[config.mk]
export PLATFORM = sky130hd
export DESIGN_NAME = dbgrt_ppb_rom
export DESIGN_NICKNAME = d
export VERILOG_FILES = /design/src/hdl/dbgrt_pkg.sv /design/src/hdl/dbgrt_rom_if.sv /design/src/hdl/dbgrt_ppb_rom.sv /design/src/hdl/dbgrt_rom_lookup.sv
export SDC_FILE = /design/constraint.sdc
export NUM_CORES = 1
export LEC_CHECK = 0
export BUFFER_PORTS_ARGS = -buffer_cell sky130_fd_sc_hd__buf_4
export CORE_MARGIN = 2
export CORE_UTILIZATION = 34
export CTS_CLUSTER_DIAMETER = 120
export DETAILED_ROUTE_END_ITERATION = 6
export MAX_ROUTING_LAYER = met4
export PLACE_DENSITY = 0.75
export SLEW_MARGIN = 25
export SYNTH_ARGS = -nofsm -noshare
export SYNTH_HDL_FRONTEND = slang
export SYNTH_SLANG_ARGS = --single-unit
[constraint.sdc]
create_clock -name clk -period 0.8 [get_ports clk]
set_input_delay 0.12 -clock clk [delete_from_list [all_inputs] [get_ports clk]]
set_output_delay 0.12 -clock clk [all_outputs]
set_load 0.02 [all_outputs]
[src/hdl/dbgrt_pkg.sv]
package dbgrt_pkg;
  // private peripheral bus window
  localparam logic [31:0] PPB_BASE = 32'he000_0000;
  localparam logic [31:0] PPB_LIMIT = 32'he010_0000;
  // unit base addresses
  localparam logic [31:0] SCS_BASE = 32'he000_e000;
  localparam logic [31:0] WATCH_BASE = 32'he000_1000;
  localparam logic [31:0] PATCH_BASE = 32'he000_2000;
  localparam logic [31:0] ITM_BASE = 32'he000_0000;
  localparam logic [31:0] ITM_LIMIT = WATCH_BASE;
  // directory entry layout
  localparam int PRESENT_BIT = 0;
  localparam int FORMAT_BIT = 1;
  localparam int OFFSET_LSB = 12;
  localparam logic [31:0] OFFSET_MASK = 32'hffff_f000;
  localparam logic [31:0] FMT_ONLY = 32'h0000_0002;
  // pointer entries with present bit set, then fixed words
  localparam logic [31:0] PTR_SCS = 32'hfff0_f003;
  localparam logic [31:0] PTR_WATCH = 32'hfff0_2003;
  localparam logic [31:0] PTR_PATCH = 32'hfff0_3003;
  localparam logic [31:0] PTR_ITM = 32'hfff0_1003;
  localparam logic [31:0] PTR_TPORT = 32'hfff4_1003;
  localparam logic [31:0] PTR_MACRO = 32'hfff4_2003;
  localparam logic [31:0] TERM_VAL = 32'h0000_0000;
  localparam logic [31:0] MEMORY_TYPE_WORD_VAL = 32'h0000_0001;
  localparam logic [31:0] ZERO_WORD = 32'h0000_0000;
  // directory base follows from the first pointer
  localparam logic [31:0] ROM_BASE = SCS_BASE - (PTR_SCS & OFFSET_MASK);
  localparam logic [31:0] ROM_SIZE = 32'h0000_1000;
  // byte offsets inside the directory
  localparam logic [11:0] OFS_SCS = 12'h000;
  localparam logic [11:0] OFS_WATCH = 12'h004;
  localparam logic [11:0] OFS_PATCH = 12'h008;
  localparam logic [11:0] OFS_ITM = 12'h00c;
  localparam logic [11:0] OFS_TPORT = 12'h010;
  localparam logic [11:0] OFS_MACRO = 12'h014;
  localparam logic [11:0] OFS_END = 12'h018;
  localparam logic [11:0] OFS_RESV_LO = 12'hf00;
  localparam logic [11:0] OFS_RESV_HI = 12'hfc8;
  localparam logic [11:0] OFS_MEMORY_TYPE_WORD = 12'hfcc;
  localparam logic [11:0] OFS_PERIPH_IDENT_4 = 12'hfd0;
  localparam logic [11:0] OFS_PERIPH_IDENT_5 = 12'hfd4;
  localparam logic [11:0] OFS_PERIPH_IDENT_6 = 12'hfd8;
  localparam logic [11:0] OFS_PERIPH_IDENT_7 = 12'hfdc;
  localparam logic [11:0] OFS_PERIPH_IDENT_0 = 12'hfe0;
  localparam logic [11:0] OFS_PERIPH_IDENT_1 = 12'hfe4;
  localparam logic [11:0] OFS_PERIPH_IDENT_2 = 12'hfe8;
  localparam logic [11:0] OFS_PERIPH_IDENT_3 = 12'hfec;
  localparam logic [11:0] OFS_COMPONENT_IDENT_0 = 12'hff0;
  localparam logic [11:0] OFS_COMPONENT_IDENT_1 = 12'hff4;
  localparam logic [11:0] OFS_COMPONENT_IDENT_2 = 12'hff8;
  localparam logic [11:0] OFS_COMPONENT_IDENT_3 = 12'hffc;
  // configuration and software trigger words
  localparam logic [31:0] CFG_ADDR = 32'he000_ed00;
  localparam logic [31:0] TRIG_ADDR = 32'he000_ef00;
  localparam int CFG_UNPRIV_TRIG_BIT = 1;
  localparam int TRIG_ID_W = 9;
  // transfer size code for a word
  localparam logic [1:0] SIZE_WORD = 2'h2;
endpackage

[src/hdl/dbgrt_rom_if.sv]
`timescale 1ns/1ps
interface dbgrt_rom_if;
  logic [11:0] byteOfs;
  logic [31:0] word;
  modport lookup (input byteOfs, output word);
  modport user (output byteOfs, input word);
endinterface

[src/hdl/dbgrt_ppb_rom.sv]
// Notes on behaviour
// - peripheral region decoded, accesses kept strictly ordered
// - register data always little-endian, never swapped
// - reserved bits read defined, writes preserve zero
// - unprivileged region access answers with bus fault
// - config bit lets unprivileged trigger writes through
// - entry upper twenty bits hold signed offset
// - valid entries read format bit one
// - present bit marks valid; others skipped
// - offsets negative; zero word ends directory
// - first entry fixed, points to control space
// - second entry watch unit, present if fitted
// - third entry patch unit, present if fitted
// - fourth entry trace unit, present if fitted
// - trace unit range never raises missing fault
// - fifth entry trace port, present if reachable
// - sixth entry macrocell, present if reachable
// - seventh entry is null terminator
// - offsets f00 to fc8 never hold entries
// - memory type word reads bit zero set
// - identification words five to seven read zero
// - component identification words fixed preamble values
`timescale 1ns/1ps
module dbgrt_ppb_rom
  import dbgrt_pkg::*;
#(
  parameter logic FIT_WATCH = 1'b1,
  parameter logic FIT_PATCH = 1'b1,
  parameter logic FIT_ITM = 1'b1,
  parameter logic FIT_TPORT = 1'b1,
  parameter logic FIT_MACRO = 1'b1,
  parameter logic [31:0] PERIPH_IDENT_0 = 32'h0000_0000,
  parameter logic [31:0] PERIPH_IDENT_1 = 32'h0000_0000,
  parameter logic [31:0] PERIPH_IDENT_2 = 32'h0000_0000,
  parameter logic [31:0] PERIPH_IDENT_3 = 32'h0000_0000,
  parameter logic [31:0] PERIPH_IDENT_4 = 32'h0000_0000,
  // arbitrary preamble values
  parameter logic [31:0] COMPONENT_IDENT_0 = 32'h0000_0011,
  parameter logic [31:0] COMPONENT_IDENT_1 = 32'h0000_0022,
  parameter logic [31:0] COMPONENT_IDENT_2 = 32'h0000_0033,
  parameter logic [31:0] COMPONENT_IDENT_3 = 32'h0000_0044
)(
  input wire logic clk,
  input wire logic rstn,
  input wire logic reqValid,
  input wire logic [31:0] reqAddr,
  input wire logic reqWrite,
  input wire logic [1:0] reqSize,
  input wire logic reqPriv,
  input wire logic [31:0] reqWdata,
  output logic rspValid,
  output logic [31:0] rspData,
  output logic rspFault,
  output logic unprivTrigEn,
  output logic trigPulse,
  output logic [TRIG_ID_W-1:0] trigId
);
  // address window test, shared by the region, directory and trace unit decoders
  function automatic logic inRange(input logic [31:0] a, input logic [31:0] lo,
                                   input logic [31:0] hi);
    return (a >= lo) && (a < hi);
  endfunction

  logic [1:0] rstPipe;
  logic rstnInt;
  logic inPpb;
  logic romHit;
  logic itmHit;
  logic cfgHit;
  logic trigHit;
  logic wordXfer;
  logic unprivOk;
  logic denied;
  logic [11:0] romOfs;
  logic [31:0] readWord;
  logic [31:0] cfgWord;
  logic trigAccept;
  logic cfgWrite;

  dbgrt_rom_if romBus ();

  // reset release through two flops
  always_ff @(posedge clk or negedge rstn)
  begin
    if (!rstn)
      rstPipe <= 2'h0;
    else
      rstPipe <= {rstPipe[0], 1'b1};
  end
  assign rstnInt = rstPipe[1];

  // directory contents
  dbgrt_rom_lookup #(
    .FIT_WATCH(FIT_WATCH),
    .FIT_PATCH(FIT_PATCH),
    .FIT_ITM(FIT_ITM),
    .FIT_TPORT(FIT_TPORT),
    .FIT_MACRO(FIT_MACRO),
    .PERIPH_IDENT_0(PERIPH_IDENT_0),
    .PERIPH_IDENT_1(PERIPH_IDENT_1),
    .PERIPH_IDENT_2(PERIPH_IDENT_2),
    .PERIPH_IDENT_3(PERIPH_IDENT_3),
    .PERIPH_IDENT_4(PERIPH_IDENT_4),
    .COMPONENT_IDENT_0(COMPONENT_IDENT_0),
    .COMPONENT_IDENT_1(COMPONENT_IDENT_1),
    .COMPONENT_IDENT_2(COMPONENT_IDENT_2),
    .COMPONENT_IDENT_3(COMPONENT_IDENT_3)
  ) u_lookup (
    .rom(romBus)
  );

  // address decode
  assign inPpb = inRange(reqAddr, PPB_BASE, PPB_LIMIT);
  assign romHit = inRange(reqAddr, ROM_BASE, ROM_BASE + ROM_SIZE);
  assign itmHit = inRange(reqAddr, ITM_BASE, ITM_LIMIT);
  assign cfgHit = (reqAddr == CFG_ADDR);
  assign trigHit = (reqAddr == TRIG_ADDR);
  assign romOfs = reqAddr[OFFSET_LSB-1:0];
  assign romBus.byteOfs = romOfs;
  // narrower transfers are not acted on for writes
  assign wordXfer = (reqSize == SIZE_WORD);

  // privilege check with its two documented exceptions
  assign unprivOk = itmHit
                    || (trigHit && reqWrite && unprivTrigEn);
  assign denied = !reqPriv && !unprivOk;

  // read mux; unmapped words in the region read zero
  always_comb
  begin
    cfgWord = ZERO_WORD;
    cfgWord[CFG_UNPRIV_TRIG_BIT] = unprivTrigEn;
    if (romHit)
      readWord = romBus.word;
    else if (cfgHit)
      readWord = cfgWord;
    else
      readWord = ZERO_WORD;
  end

  // write qualifiers
  assign cfgWrite = reqValid && inPpb && reqWrite && cfgHit && wordXfer && !denied;
  assign trigAccept = reqValid && inPpb && reqWrite && trigHit && wordXfer && !denied;

  // one answer per region request, next cycle, in issue order
  always_ff @(posedge clk or negedge rstnInt)
  begin
    if (!rstnInt)
      rspValid <= 1'b0;
    else
      rspValid <= reqValid && inPpb;
  end

  // fault status of the answer
  always_ff @(posedge clk or negedge rstnInt)
  begin
    if (!rstnInt)
      rspFault <= 1'b0;
    else
      rspFault <= reqValid && inPpb && denied;
  end

  // read data, lanes passed straight through
  always_ff @(posedge clk or negedge rstnInt)
  begin
    if (!rstnInt)
      rspData <= ZERO_WORD;
    else if (reqValid && inPpb && !reqWrite && !denied)
      rspData <= readWord;
    else
      rspData <= ZERO_WORD;
  end

  // configuration bit, only the defined bit is stored
  always_ff @(posedge clk or negedge rstnInt)
  begin
    if (!rstnInt)
      unprivTrigEn <= 1'b0;
    else if (cfgWrite)
      unprivTrigEn <= reqWdata[CFG_UNPRIV_TRIG_BIT];
  end

  // software trigger pulse with its number
  always_ff @(posedge clk or negedge rstnInt)
  begin
    if (!rstnInt)
    begin
      trigPulse <= 1'b0;
      trigId <= '0;
    end
    else
    begin
      trigPulse <= trigAccept;
      if (trigAccept)
        trigId <= reqWdata[TRIG_ID_W-1:0];
    end
  end
endmodule // dbgrt_ppb_rom

[src/hdl/dbgrt_rom_lookup.sv]
`timescale 1ns/1ps
module dbgrt_rom_lookup
  import dbgrt_pkg::*;
#(
  parameter logic FIT_WATCH = 1'b1,
  parameter logic FIT_PATCH = 1'b1,
  parameter logic FIT_ITM = 1'b1,
  parameter logic FIT_TPORT = 1'b1,
  parameter logic FIT_MACRO = 1'b1,
  parameter logic [31:0] PERIPH_IDENT_0 = 32'h0000_0000,
  parameter logic [31:0] PERIPH_IDENT_1 = 32'h0000_0000,
  parameter logic [31:0] PERIPH_IDENT_2 = 32'h0000_0000,
  parameter logic [31:0] PERIPH_IDENT_3 = 32'h0000_0000,
  parameter logic [31:0] PERIPH_IDENT_4 = 32'h0000_0000,
  // arbitrary preamble values
  parameter logic [31:0] COMPONENT_IDENT_0 = 32'h0000_0011,
  parameter logic [31:0] COMPONENT_IDENT_1 = 32'h0000_0022,
  parameter logic [31:0] COMPONENT_IDENT_2 = 32'h0000_0033,
  parameter logic [31:0] COMPONENT_IDENT_3 = 32'h0000_0044
)(
  dbgrt_rom_if.lookup rom
);
  // pointer with present bit from the fitted flag
  function automatic logic [31:0] ptrEntry(input logic [31:0] full, input logic fitted);
    logic [31:0] e;
    e = full;
    e[PRESENT_BIT] = fitted;
    return e;
  endfunction

  // word lookup; anything unlisted reads zero
  always_comb
  begin
    unique case (rom.byteOfs)
      OFS_SCS: rom.word = PTR_SCS;
      OFS_WATCH: rom.word = ptrEntry(PTR_WATCH, FIT_WATCH);
      OFS_PATCH: rom.word = ptrEntry(PTR_PATCH, FIT_PATCH);
      OFS_ITM: rom.word = ptrEntry(PTR_ITM, FIT_ITM);
      OFS_TPORT: rom.word = ptrEntry(PTR_TPORT, FIT_TPORT);
      OFS_MACRO: rom.word = ptrEntry(PTR_MACRO, FIT_MACRO);
      OFS_END: rom.word = TERM_VAL;
      OFS_MEMORY_TYPE_WORD: rom.word = MEMORY_TYPE_WORD_VAL;
      OFS_PERIPH_IDENT_4: rom.word = PERIPH_IDENT_4;
      OFS_PERIPH_IDENT_5, OFS_PERIPH_IDENT_6, OFS_PERIPH_IDENT_7: rom.word = ZERO_WORD;
      OFS_PERIPH_IDENT_0: rom.word = PERIPH_IDENT_0;
      OFS_PERIPH_IDENT_1: rom.word = PERIPH_IDENT_1;
      OFS_PERIPH_IDENT_2: rom.word = PERIPH_IDENT_2;
      OFS_PERIPH_IDENT_3: rom.word = PERIPH_IDENT_3;
      OFS_COMPONENT_IDENT_0: rom.word = COMPONENT_IDENT_0;
      OFS_COMPONENT_IDENT_1: rom.word = COMPONENT_IDENT_1;
      OFS_COMPONENT_IDENT_2: rom.word = COMPONENT_IDENT_2;
      OFS_COMPONENT_IDENT_3: rom.word = COMPONENT_IDENT_3;
      default: rom.word = ZERO_WORD;
    endcase
  end
endmodule // dbgrt_rom_lookup

==> PnR_summary.wiki, run 1 <==
{| class="wikitable"
! Metric !! Value
|-
| Run status || finished, violations left
|-
| Violations in the final reports || setup timing
|-
| Fin nets || 321
|-
| Pin count of the biggest net entering global routing || 16
|-
| Floorplan Core Area || 3940 sq um
|-
| Worst reg2reg path startpoint || unprivTrigEn
|-
| Final setup vio count || 59
|-
| Netlist area before placement || 1380 sq um
|-
| Layout filler cell count || 308
|-
| Hold Fails Final Rpt || 0
|-
| Biggest area contributors in the synthesized netlist || sky130_fd_sc_hd__dfrtp_1 (45%), sky130_fd_sc_hd__buf_4 (12%), sky130_fd_sc_hd__mux2_2 (8.2%)
|-
| Multi-input combinational cell area || 801 sq um
|-
| CP peak stage delay || 520 ps
|-
| DRC || 0
|-
| Peak fanout along the critical path || 9
|-
| Number of buffers inserted during clock tree synthesis || 3
|-
| First-pass GRT wire length || 6130 microns
|-
| Ratio of routed vias to standard cells || 4.80
|-
| Lkg Pwr || 1.31 nW
|-
| Sequential standard cell area || 627 sq um
|-
| P per Cell Area || 905 nW/um^2
|-
| Count of cell types in the netlist || 34
|-
| Source of the worst hold timing path || reqWdata[4]
|-
| Maximum frequency from static timing analysis || 522 MHz
|-
| Clk_skew || 2.84 ps
|-
| First-iteration detailed-routing DRC count || 49
|-
| Cells on Worst Hold Path || 2
|-
| Utilization after layout || 69.9%
|-
| Async set or reset register ratio after synthesis || 100%
|-
| CP startpoint kind || primary input
|-
| Worst setup slack after placement || -1490 ps
|-
| FF+latch count, synth || 25
|-
| Top cell type's share of synthesized area || 45.4%
|-
| Level count of the clock H-tree || 1
|-
| Critical-path top delay cell || sky130_fd_sc_hd__or4_4
|-
| TritonCTS clock tree || done
|-
| Share of synthesized area occupied by flip-flops and latches || 45.4%
|-
| Number of ports placed on the die boundary || 116
|-
| Share of final-layout standard cells stronger than drive strength 1 || 69.9%
|-
| Initial antenna violation count || 0
|-
| ANT cells || 0
|-
| Effective utilization at floorplan || 34.9%
|-
| Floorplan row count || 23
|-
| Synth Flop Type || sky130_fd_sc_hd__dfrtp_1
|-
| Depth of the worst register-to-register path || 4
|-
| Via count of the first global-routing pass || 1449
|-
| Final weighted congestion of routability-driven global placement || 0.782
|-
| Tot Pwr || 2.49 mW
|-
| RSZ-0062 raised after global routing || yes
|-
| Die area || 4580 sq um
|-
| GRT met2 Usage || 33.2%
|-
| Number of enable-type register cells in the synthesized netlist || 0
|-
| Clock sink count || 25
|-
| Number of max-cap violations || 0
|-
| Destination of the worst register-to-register timing path || trigId[8]
|-
| Type of the tightest min-delay check || primary input to flop
|-
| Kind of cell with the highest combined delay on the critical path || simple AND/OR/NAND/NOR gates
|-
| Count of nets left with antenna violations after detail routing || 0
|-
| Half-perimeter wire length after placement || 2890 microns
|-
| Cell accounting for the most synthesized area || sky130_fd_sc_hd__dfrtp_1
|-
| Most used routing layer || met2
|-
| Clk root buf || sky130_fd_sc_hd__clkbuf_8
|-
| Data arrival time of the critical path || 2060 ps
|-
| Number of buffers inserted by port buffering || 83
|-
| Final min period || 1920 ps
|-
| Worst Hold End || trigId[4]
|-
| Ordered cell list for the critical path || buf_6 > or4_4 > or3_4 > o21a_4 > a211oi_4 > buf_12 > mux2_4
|-
| Type of destination of the critical path || flop
|-
| Clock latency reported for the late side of the worst-skew pair || 260 ps
|-
| Synthesis Warnings || 0
|-
| Sum of buffers and inverters on the critical path || 2
|-
| Area added between synthesis and finish || 100%
|-
| WL/cell || 13.3 microns
|-
| Worst setup path start || reqAddr[17]
|-
| Maximum root-to-sink buffer count || 2
|-
| Slew at the pin closest to its max-slew limit || 690 ps
|-
| Relative max-transition margin || 53.6%
|-
| Path type of the worst setup path || primary input to flop
|-
| Finished layout cell area || 2760 sq um
|-
| Overall via count from detail_route || 1434
|-
| Overflow left after global routing || 0
|-
| Data required time at the worst endpoint || 940 ps
|-
| Placed cell areas || 2240 sq um
|-
| Total Routed Length || 3990 microns
|-
| Final worst path period share || 240%
|-
| Cells after synthesis || 128
|-
| Final Worst Setup Slack || -1120 ps
|-
| Cell with the most instances after synthesis || sky130_fd_sc_hd__dfrtp_1
|-
| Total Negative Setup Slacks || -29340 ps
|-
| Leading post-synthesis cells by instance count || sky130_fd_sc_hd__dfrtp_1 (25), sky130_fd_sc_hd__buf_4 (22), sky130_fd_sc_hd__mux2_2 (10)
|-
| Global routing met1 resource utilization || 20.7%
|-
| Die span in y || 67.7 microns
|-
| Fraction of met3 tracks used by global routing || 1.33%
|-
| Highest ir drop seen on vdd || 632 uV
|-
| All-Layer GR Usage || 17.9%
|-
| Clock transition at path regs || 80 ps
|-
| Internal reg-to-reg setup slack || -610 ps
|-
| Max Transition Viols Final || 0
|-
| Floorplan die width || 67.7 microns
|-
| Synthesized area per cell || 10.8 sq um
|-
| Pre-antenna DRT Iters || 4
|}
-- cell type report --
class / instances / area share, %
inverters: 2 / 0.272
well taps: 50 / 2.27
flip-flops and latches: 25 / 22.8
repair buffers: 133 / 44.0
clock buffers: 4 / 1.63
multi-input cells: 85 / 29.1
-- state kept, by name, summed over array words and instances (netlist names) --
register and flops:
rspData 10, rspFault 1, rspValid 1, rstPipe 2, trigId 9, trigPulse 1
unprivTrigEn 1
-- per-stage QoR --
| stage | cells | hold WS (ps) |
|---|---|---|
| floorplan | 136 | -176 |
| global placement | 283 | -96.6 |
| detailed placement | 283 | -95.3 |
| CTS | 298 | 82.4 |
| global route | 299 | 81.2 |
| finish | 299 | 92.0 |
-- power by group --
part           leakage (nW)  total, mW  switching [mW]  internal, mW
Clock                0.0228      0.709           0.354         0.354
Sequential            0.343       1.27         0.00167          1.27
Combinational         0.943      0.515           0.223         0.292
Total                  1.31       2.49           0.579          1.91
-- per-layer routing --
metal | share of wire [%] | wire length (microns) | vias up
met5 | 0 | 0 | -
met4 | 0.35 | 14 | 0
met3 | 6.6 | 263 | 2
met2 | 55 | 2190 | 72
met1 | 38 | 1520 | 679
li1 | - | - | 681
-- how the worst max path moves through the flow --
stage / endpoint / slack (ps) / cells after the start
finish: trigId[8] / -1120 / 7
global route: rspData[6] / -1150 / 9
CTS: trigId[5] / -1120 / 7
detailed placement: rspData[1] / -1490 / 6
global placement: rspData[1] / -1420 / 6
floorplan: trigId[0] / -1340 / 5
-- cell usage in the layout (no fill, tap or decap), types with 4 or more instances in the layout --
master,n
sky130_fd_sc_hd__nor4_4,4
sky130_fd_sc_hd__buf_6,53
sky130_fd_sc_hd__nand2_1,5
sky130_fd_sc_hd__nor2_1,4
sky130_fd_sc_hd__conb_1,10
sky130_fd_sc_hd__dfrtp_1,24
sky130_fd_sc_hd__mux2_4,10
sky130_fd_sc_hd__nand3_1,5
sky130_fd_sc_hd__nand4_1,5
sky130_fd_sc_hd__buf_4,78
-- cells by family after synthesis --
| group | Yosys count | synth area share, % |
|---|---|---|
| other | 2 | 0.545 |
| DFF | 25 | 45.4 |
| buffers and inverters | 26 | 13.1 |
| muxes | 10 | 8.17 |
| AOI/OAI and AO/OA | 15 | 10.4 |
| and+or+nand+nor | 50 | 22.3 |
-- what timing repair did --
action,4_1_cts,5_1_grt
setup endpoints to repair,59,59
resized for setup,73,17
hold buffers,1,0
pin swaps,10,3
buffers inserted,10,1
endpoints found under the hold margin,2,0
No activity file was read; power rests on OpenSTA's default activity.
==> inputs of run 2 (changes only) <==
- ABC_AREA: not set -> 1
- CORE_UTILIZATION: 34 -> 37
- HOLD_SLACK_MARGIN: not set -> 0.05
- PLACE_DENSITY: 0.75 -> 0.76
==> run 2 against run 1 <==
  * The flow still finishes with violations (setup timing)
  * Non-clock buffer count up 11
  * Register-to-register slack improved by 240 ps
  * Die area grew 8.8%
  * First-iteration DRC count increased to 2.6 times the previous value
  * Largest cell class unchanged
  * Highest routed layer unchanged
==> PnR_summary.wiki, run 2 <==
{| class="wikitable"
! Metric !! Value
|-
| Run status || finished, violations left
|-
| Violations in the final reports || setup timing
|-
| Placed Cells incl. Taps || 382 (+35%)
|-
| Simple-Gate Fraction of Synth Area || 41.0% (+19 points)
|-
| Source of the worst hold timing path || reqWdata[2]
|-
| FF+latch count, synth || 25 (unchanged)
|-
| Maximum frequency from static timing analysis || 854 MHz (+64%)
|-
| Hold Slack || 107 ps (+14.6 ps)
|-
| Share of final-layout standard cells stronger than drive strength 1 || 61.6% (-8.3 points)
|-
| Level count of the clock H-tree || 1 (unchanged)
|-
| Registers with the most flip-flops || rspData (10), trigId (9), rstPipe (2)
|-
| Max Transition Viols Final || 0 (unchanged)
|-
| Pre-antenna DRT Iters || 4 (unchanged)
|-
| Total Routed Length || 4570 microns (+15%)
|-
| Final std cells w/o fill || 409 (+37%)
|-
| Data required time at the worst endpoint || 960 ps (+20 ps)
|-
| Pin count of the biggest net entering global routing || 24 (+8)
|-
| Utilization after layout || 73.8% (+4.0 points)
|-
| Cells after synthesis || 224 (+75%)
|-
| All-Layer GR Usage || 17.9% (about the same)
|-
| Xor/xnor cell area share of the yosys netlist || 0% (unchanged)
|-
| Share of synthesized area occupied by flip-flops and latches || 38.2% (-7.2 points)
|-
| Lkg Pwr || 1.66 nW (+27%)
|-
| Clk root buf || sky130_fd_sc_hd__clkbuf_8
|-
| First-pass GRT wire length || 7160 microns (+17%)
|-
| Async set or reset register ratio after synthesis || 100% (unchanged)
|-
| TritonCTS clock tree || done
|-
| Die area || 4980 sq um (+8.8%)
|-
| P per Cell Area || 840 nW/um^2 (-7.1%)
|-
| Count of nets left with antenna violations after detail routing || 0 (unchanged)
|-
| Mux cell area share after synthesis || 0% (-8.2 points)
|-
| RSZ-0062 raised after global routing || yes
|-
| Worst setup slack after placement || -625 ps (+863 ps)
|-
| Layout filler cell count || 328 (+6.5%)
|-
| Clock sink count || 25 (unchanged)
|-
| Leading post-synthesis cells by instance count || sky130_fd_sc_hd__nand2_1 (53), sky130_fd_sc_hd__nor2_1 (34), sky130_fd_sc_hd__dfrtp_1 (25), sky130_fd_sc_hd__inv_1 (25), sky130_fd_sc_hd__buf_4 (24)
|-
| Area added between synthesis and finish || 94.8%
|-
| Peak fanout along the critical path || 5 (-4)
|-
| Synthesis Warnings || 0 (unchanged)
|-
| Synth Area in Compound Gates || 1.60% (-8.8 points)
|-
| Final setup vio count || 59 (unchanged)
|-
| Hold Fails Final Rpt || 0 (unchanged)
|-
| First-iteration detailed-routing DRC count || 125 (+160%)
|-
| Count of cell types in the netlist || 24 (-29%)
|-
| CP startpoint kind || flop
|-
| Highest ir drop seen on vdd || 749 uV (+18%)
|-
| Maximum root-to-sink buffer count || 2 (unchanged)
|-
| Ratio of routed vias to standard cells || 4.55 (-5.1%)
|-
| Placed cell areas || 2600 sq um (+16%)
|-
| Clock transition at path regs || 80 ps (about the same)
|-
| Type of destination of the critical path || flop
|-
| ANT cells || 0 (unchanged)
|-
| Final worst path period share || 146% (-93 points)
|-
| Cells on Worst Hold Path || 3 (+1)
|-
| Clock latency reported for the late side of the worst-skew pair || 260 ps (about the same)
|-
| WL/cell || 11.2 microns (-16%)
|-
| Data arrival time of the critical path || 1330 ps (-730 ps)
|-
| Floorplan die width || 70.6 microns (+4.3%)
|-
| Worst setup path start || unprivTrigEn
|-
| Synthesized area per cell || 7.32 sq um (-32%)
|-
| Worst reg2reg path startpoint || unprivTrigEn
|-
| Type of the tightest min-delay check || primary input to flop
|-
| Final weighted congestion of routability-driven global placement || 0.906 (+16%)
|-
| Final Worst Setup Slack || -371 ps (+746 ps)
|-
| Commonest non-fill, non-tap cell in the layout || sky130_fd_sc_hd__buf_4
|-
| Number of max-cap violations || 0 (unchanged)
|-
| Clk_skew || 1.41 ps (-1.43 ps)
|-
| Sequential standard cell area || 628 sq um (+0.20%)
|-
| Total Negative Setup Slacks || -13430 ps (+15920 ps)
|-
| Effective utilization at floorplan || 37.9% (+3.0 points)
|-
| Floorplan row count || 24 (+4.3%)
|-
| Number of ports placed on the die boundary || 116 (unchanged)
|-
| Adder-Cell Fraction of Synth Area || 0% (unchanged)
|-
| Overflow left after global routing || 0 (unchanged)
|-
| Number of enable-type register cells in the synthesized netlist || 0 (unchanged)
|-
| Top cell type's share of synthesized area || 38.2% (-7.2 points)
|-
| Finished layout cell area || 3190 sq um (+16%)
|-
| Largest family of logic cells by synthesized area || simple AND/OR/NAND/NOR gates
|-
| Number of buffers inserted during clock tree synthesis || 3 (unchanged)
|-
| Commonest non-fill, non-tap cells in the layout || sky130_fd_sc_hd__buf_4 (87), sky130_fd_sc_hd__buf_6 (52), sky130_fd_sc_hd__nand2_1 (39), sky130_fd_sc_hd__dfrtp_1 (23), sky130_fd_sc_hd__nor2_1 (22)
|-
| Initial antenna violation count || 0 (unchanged)
|-
| Fin nets || 429 (+34%)
|-
| Multi-input combinational cell area || 996 sq um (+24%)
|-
| Tot Pwr || 2.68 mW (+7.6%)
|-
| Floorplan Core Area || 4320 sq um (+9.7%)
|-
| Synth Flop Type || sky130_fd_sc_hd__dfrtp_1
|-
| Path type of the worst setup path || flop to flop
|-
| Final min period || 1170 ps (-746 ps)
|-
| Netlist area before placement || 1640 sq um (+19%)
|-
| Number of buffers inserted by port buffering || 83 (unchanged)
|-
| Half-perimeter wire length after placement || 3430 microns (+19%)
|-
| Depth of the worst register-to-register path || 7 (+3)
|-
| Die span in y || 70.6 microns (+4.3%)
|-
| Biggest area contributors in the synthesized netlist || sky130_fd_sc_hd__dfrtp_1 (38%), sky130_fd_sc_hd__nand2_1 (12%), sky130_fd_sc_hd__buf_4 (11%)
|-
| Flip-flop count of the largest register, all copies and words added || 10 (unchanged)
|-
| Overall via count from detail_route || 1862 (+30%)
|-
| Cell accounting for the most synthesized area || sky130_fd_sc_hd__dfrtp_1
|-
| DRC || 0 (unchanged)
|-
| Register ranked first by flip-flop count || rspData
|-
| Via count of the first global-routing pass || 1733 (+20%)
|-
| Cell with the most instances after synthesis || sky130_fd_sc_hd__nand2_1
|}
run 2: changes by cell type in the layout (fill, tap and decap cells not counted), moves of 4 or more:
cell                      change
sky130_fd_sc_hd__nand4_1     +11
sky130_fd_sc_hd__nor4_4       -4
sky130_fd_sc_hd__nand3_2      +6
sky130_fd_sc_hd__nand3_4      +6
sky130_fd_sc_hd__buf_4        +9
sky130_fd_sc_hd__nor2_1      +18
sky130_fd_sc_hd__nand2_2     +13
sky130_fd_sc_hd__mux2_4      -10
sky130_fd_sc_hd__inv_2        +9
sky130_fd_sc_hd__inv_1       +14
sky130_fd_sc_hd__nand2_1     +34
sky130_fd_sc_hd__nand2_4      +5
sky130_fd_sc_hd__nor2_4      +10
sky130_fd_sc_hd__inv_4        +4
run 2: power breakdown:
part	switching [mW]	leakage, nW	internal, mW
combinational	0.327	1.30	0.357
clock	0.378	0.0255	0.348
sequential	0.00408	0.341	1.27
total	0.709	1.66	1.97
run 2: critical path: stages (launching register included):
cell,delay (ps)
sky130_fd_sc_hd__dfrtp_2,420
sky130_fd_sc_hd__nand2_2,60
sky130_fd_sc_hd__inv_2,40
sky130_fd_sc_hd__nand3_4,90
sky130_fd_sc_hd__nand3_4,150
sky130_fd_sc_hd__buf_6,170
sky130_fd_sc_hd__nand4_1,60
sky130_fd_sc_hd__nand2_1,60
run 2: final timing paths:
check                                    to  slack, ps
max in group asynchronous       rspData[30]        440
worst min-delay path              trigId[2]        110
min in group asynchronous        rstPipe[0]        170
worst max register to register    trigId[7]       -370
worst min register to register    trigId[2]        220
worst max-delay path              trigId[7]       -370
run 2: what timing repair did:
action	in CTS	in global routing
setup endpoints to repair	59	59
pin swaps	21	19
endpoints found under the hold margin	2	0
buffers inserted	12	7
hold buffers	1	0
gates cloned	3	0
gates resized for setup	72	27
run 2: kinds of logic after synthesis:
family,after synthesis
AND/OR/NAND/NOR,136
other,2
buffers and inverters,56
flip-flops,25
AO/OA/AOI/OAI,5
run 2: layout make-up:
type | count | area share [%]
Inverter | 31 | 4.19
Clock inverter | 1 | 0.157
Timing Repair Buffer | 144 | 41.5
Tap cell | 52 | 2.04
Clock buffer | 3 | 1.29
Multi-Input combinational cell | 153 | 31.2
Sequential cell | 25 | 19.7
run 2: per-layer routing:
| layer | share of wire, % | global-route usage (%) | vias up |
|---|---|---|---|
| li1 | - | - | 942 |
| met1 | 40 | 21.4 | 842 |
| met2 | 53 | 32.3 | 72 |
| met3 | 6.5 | 1.99 | 6 |
| met4 | 0.90 | 4.40 | 0 |
| met5 | 0 | - | - |
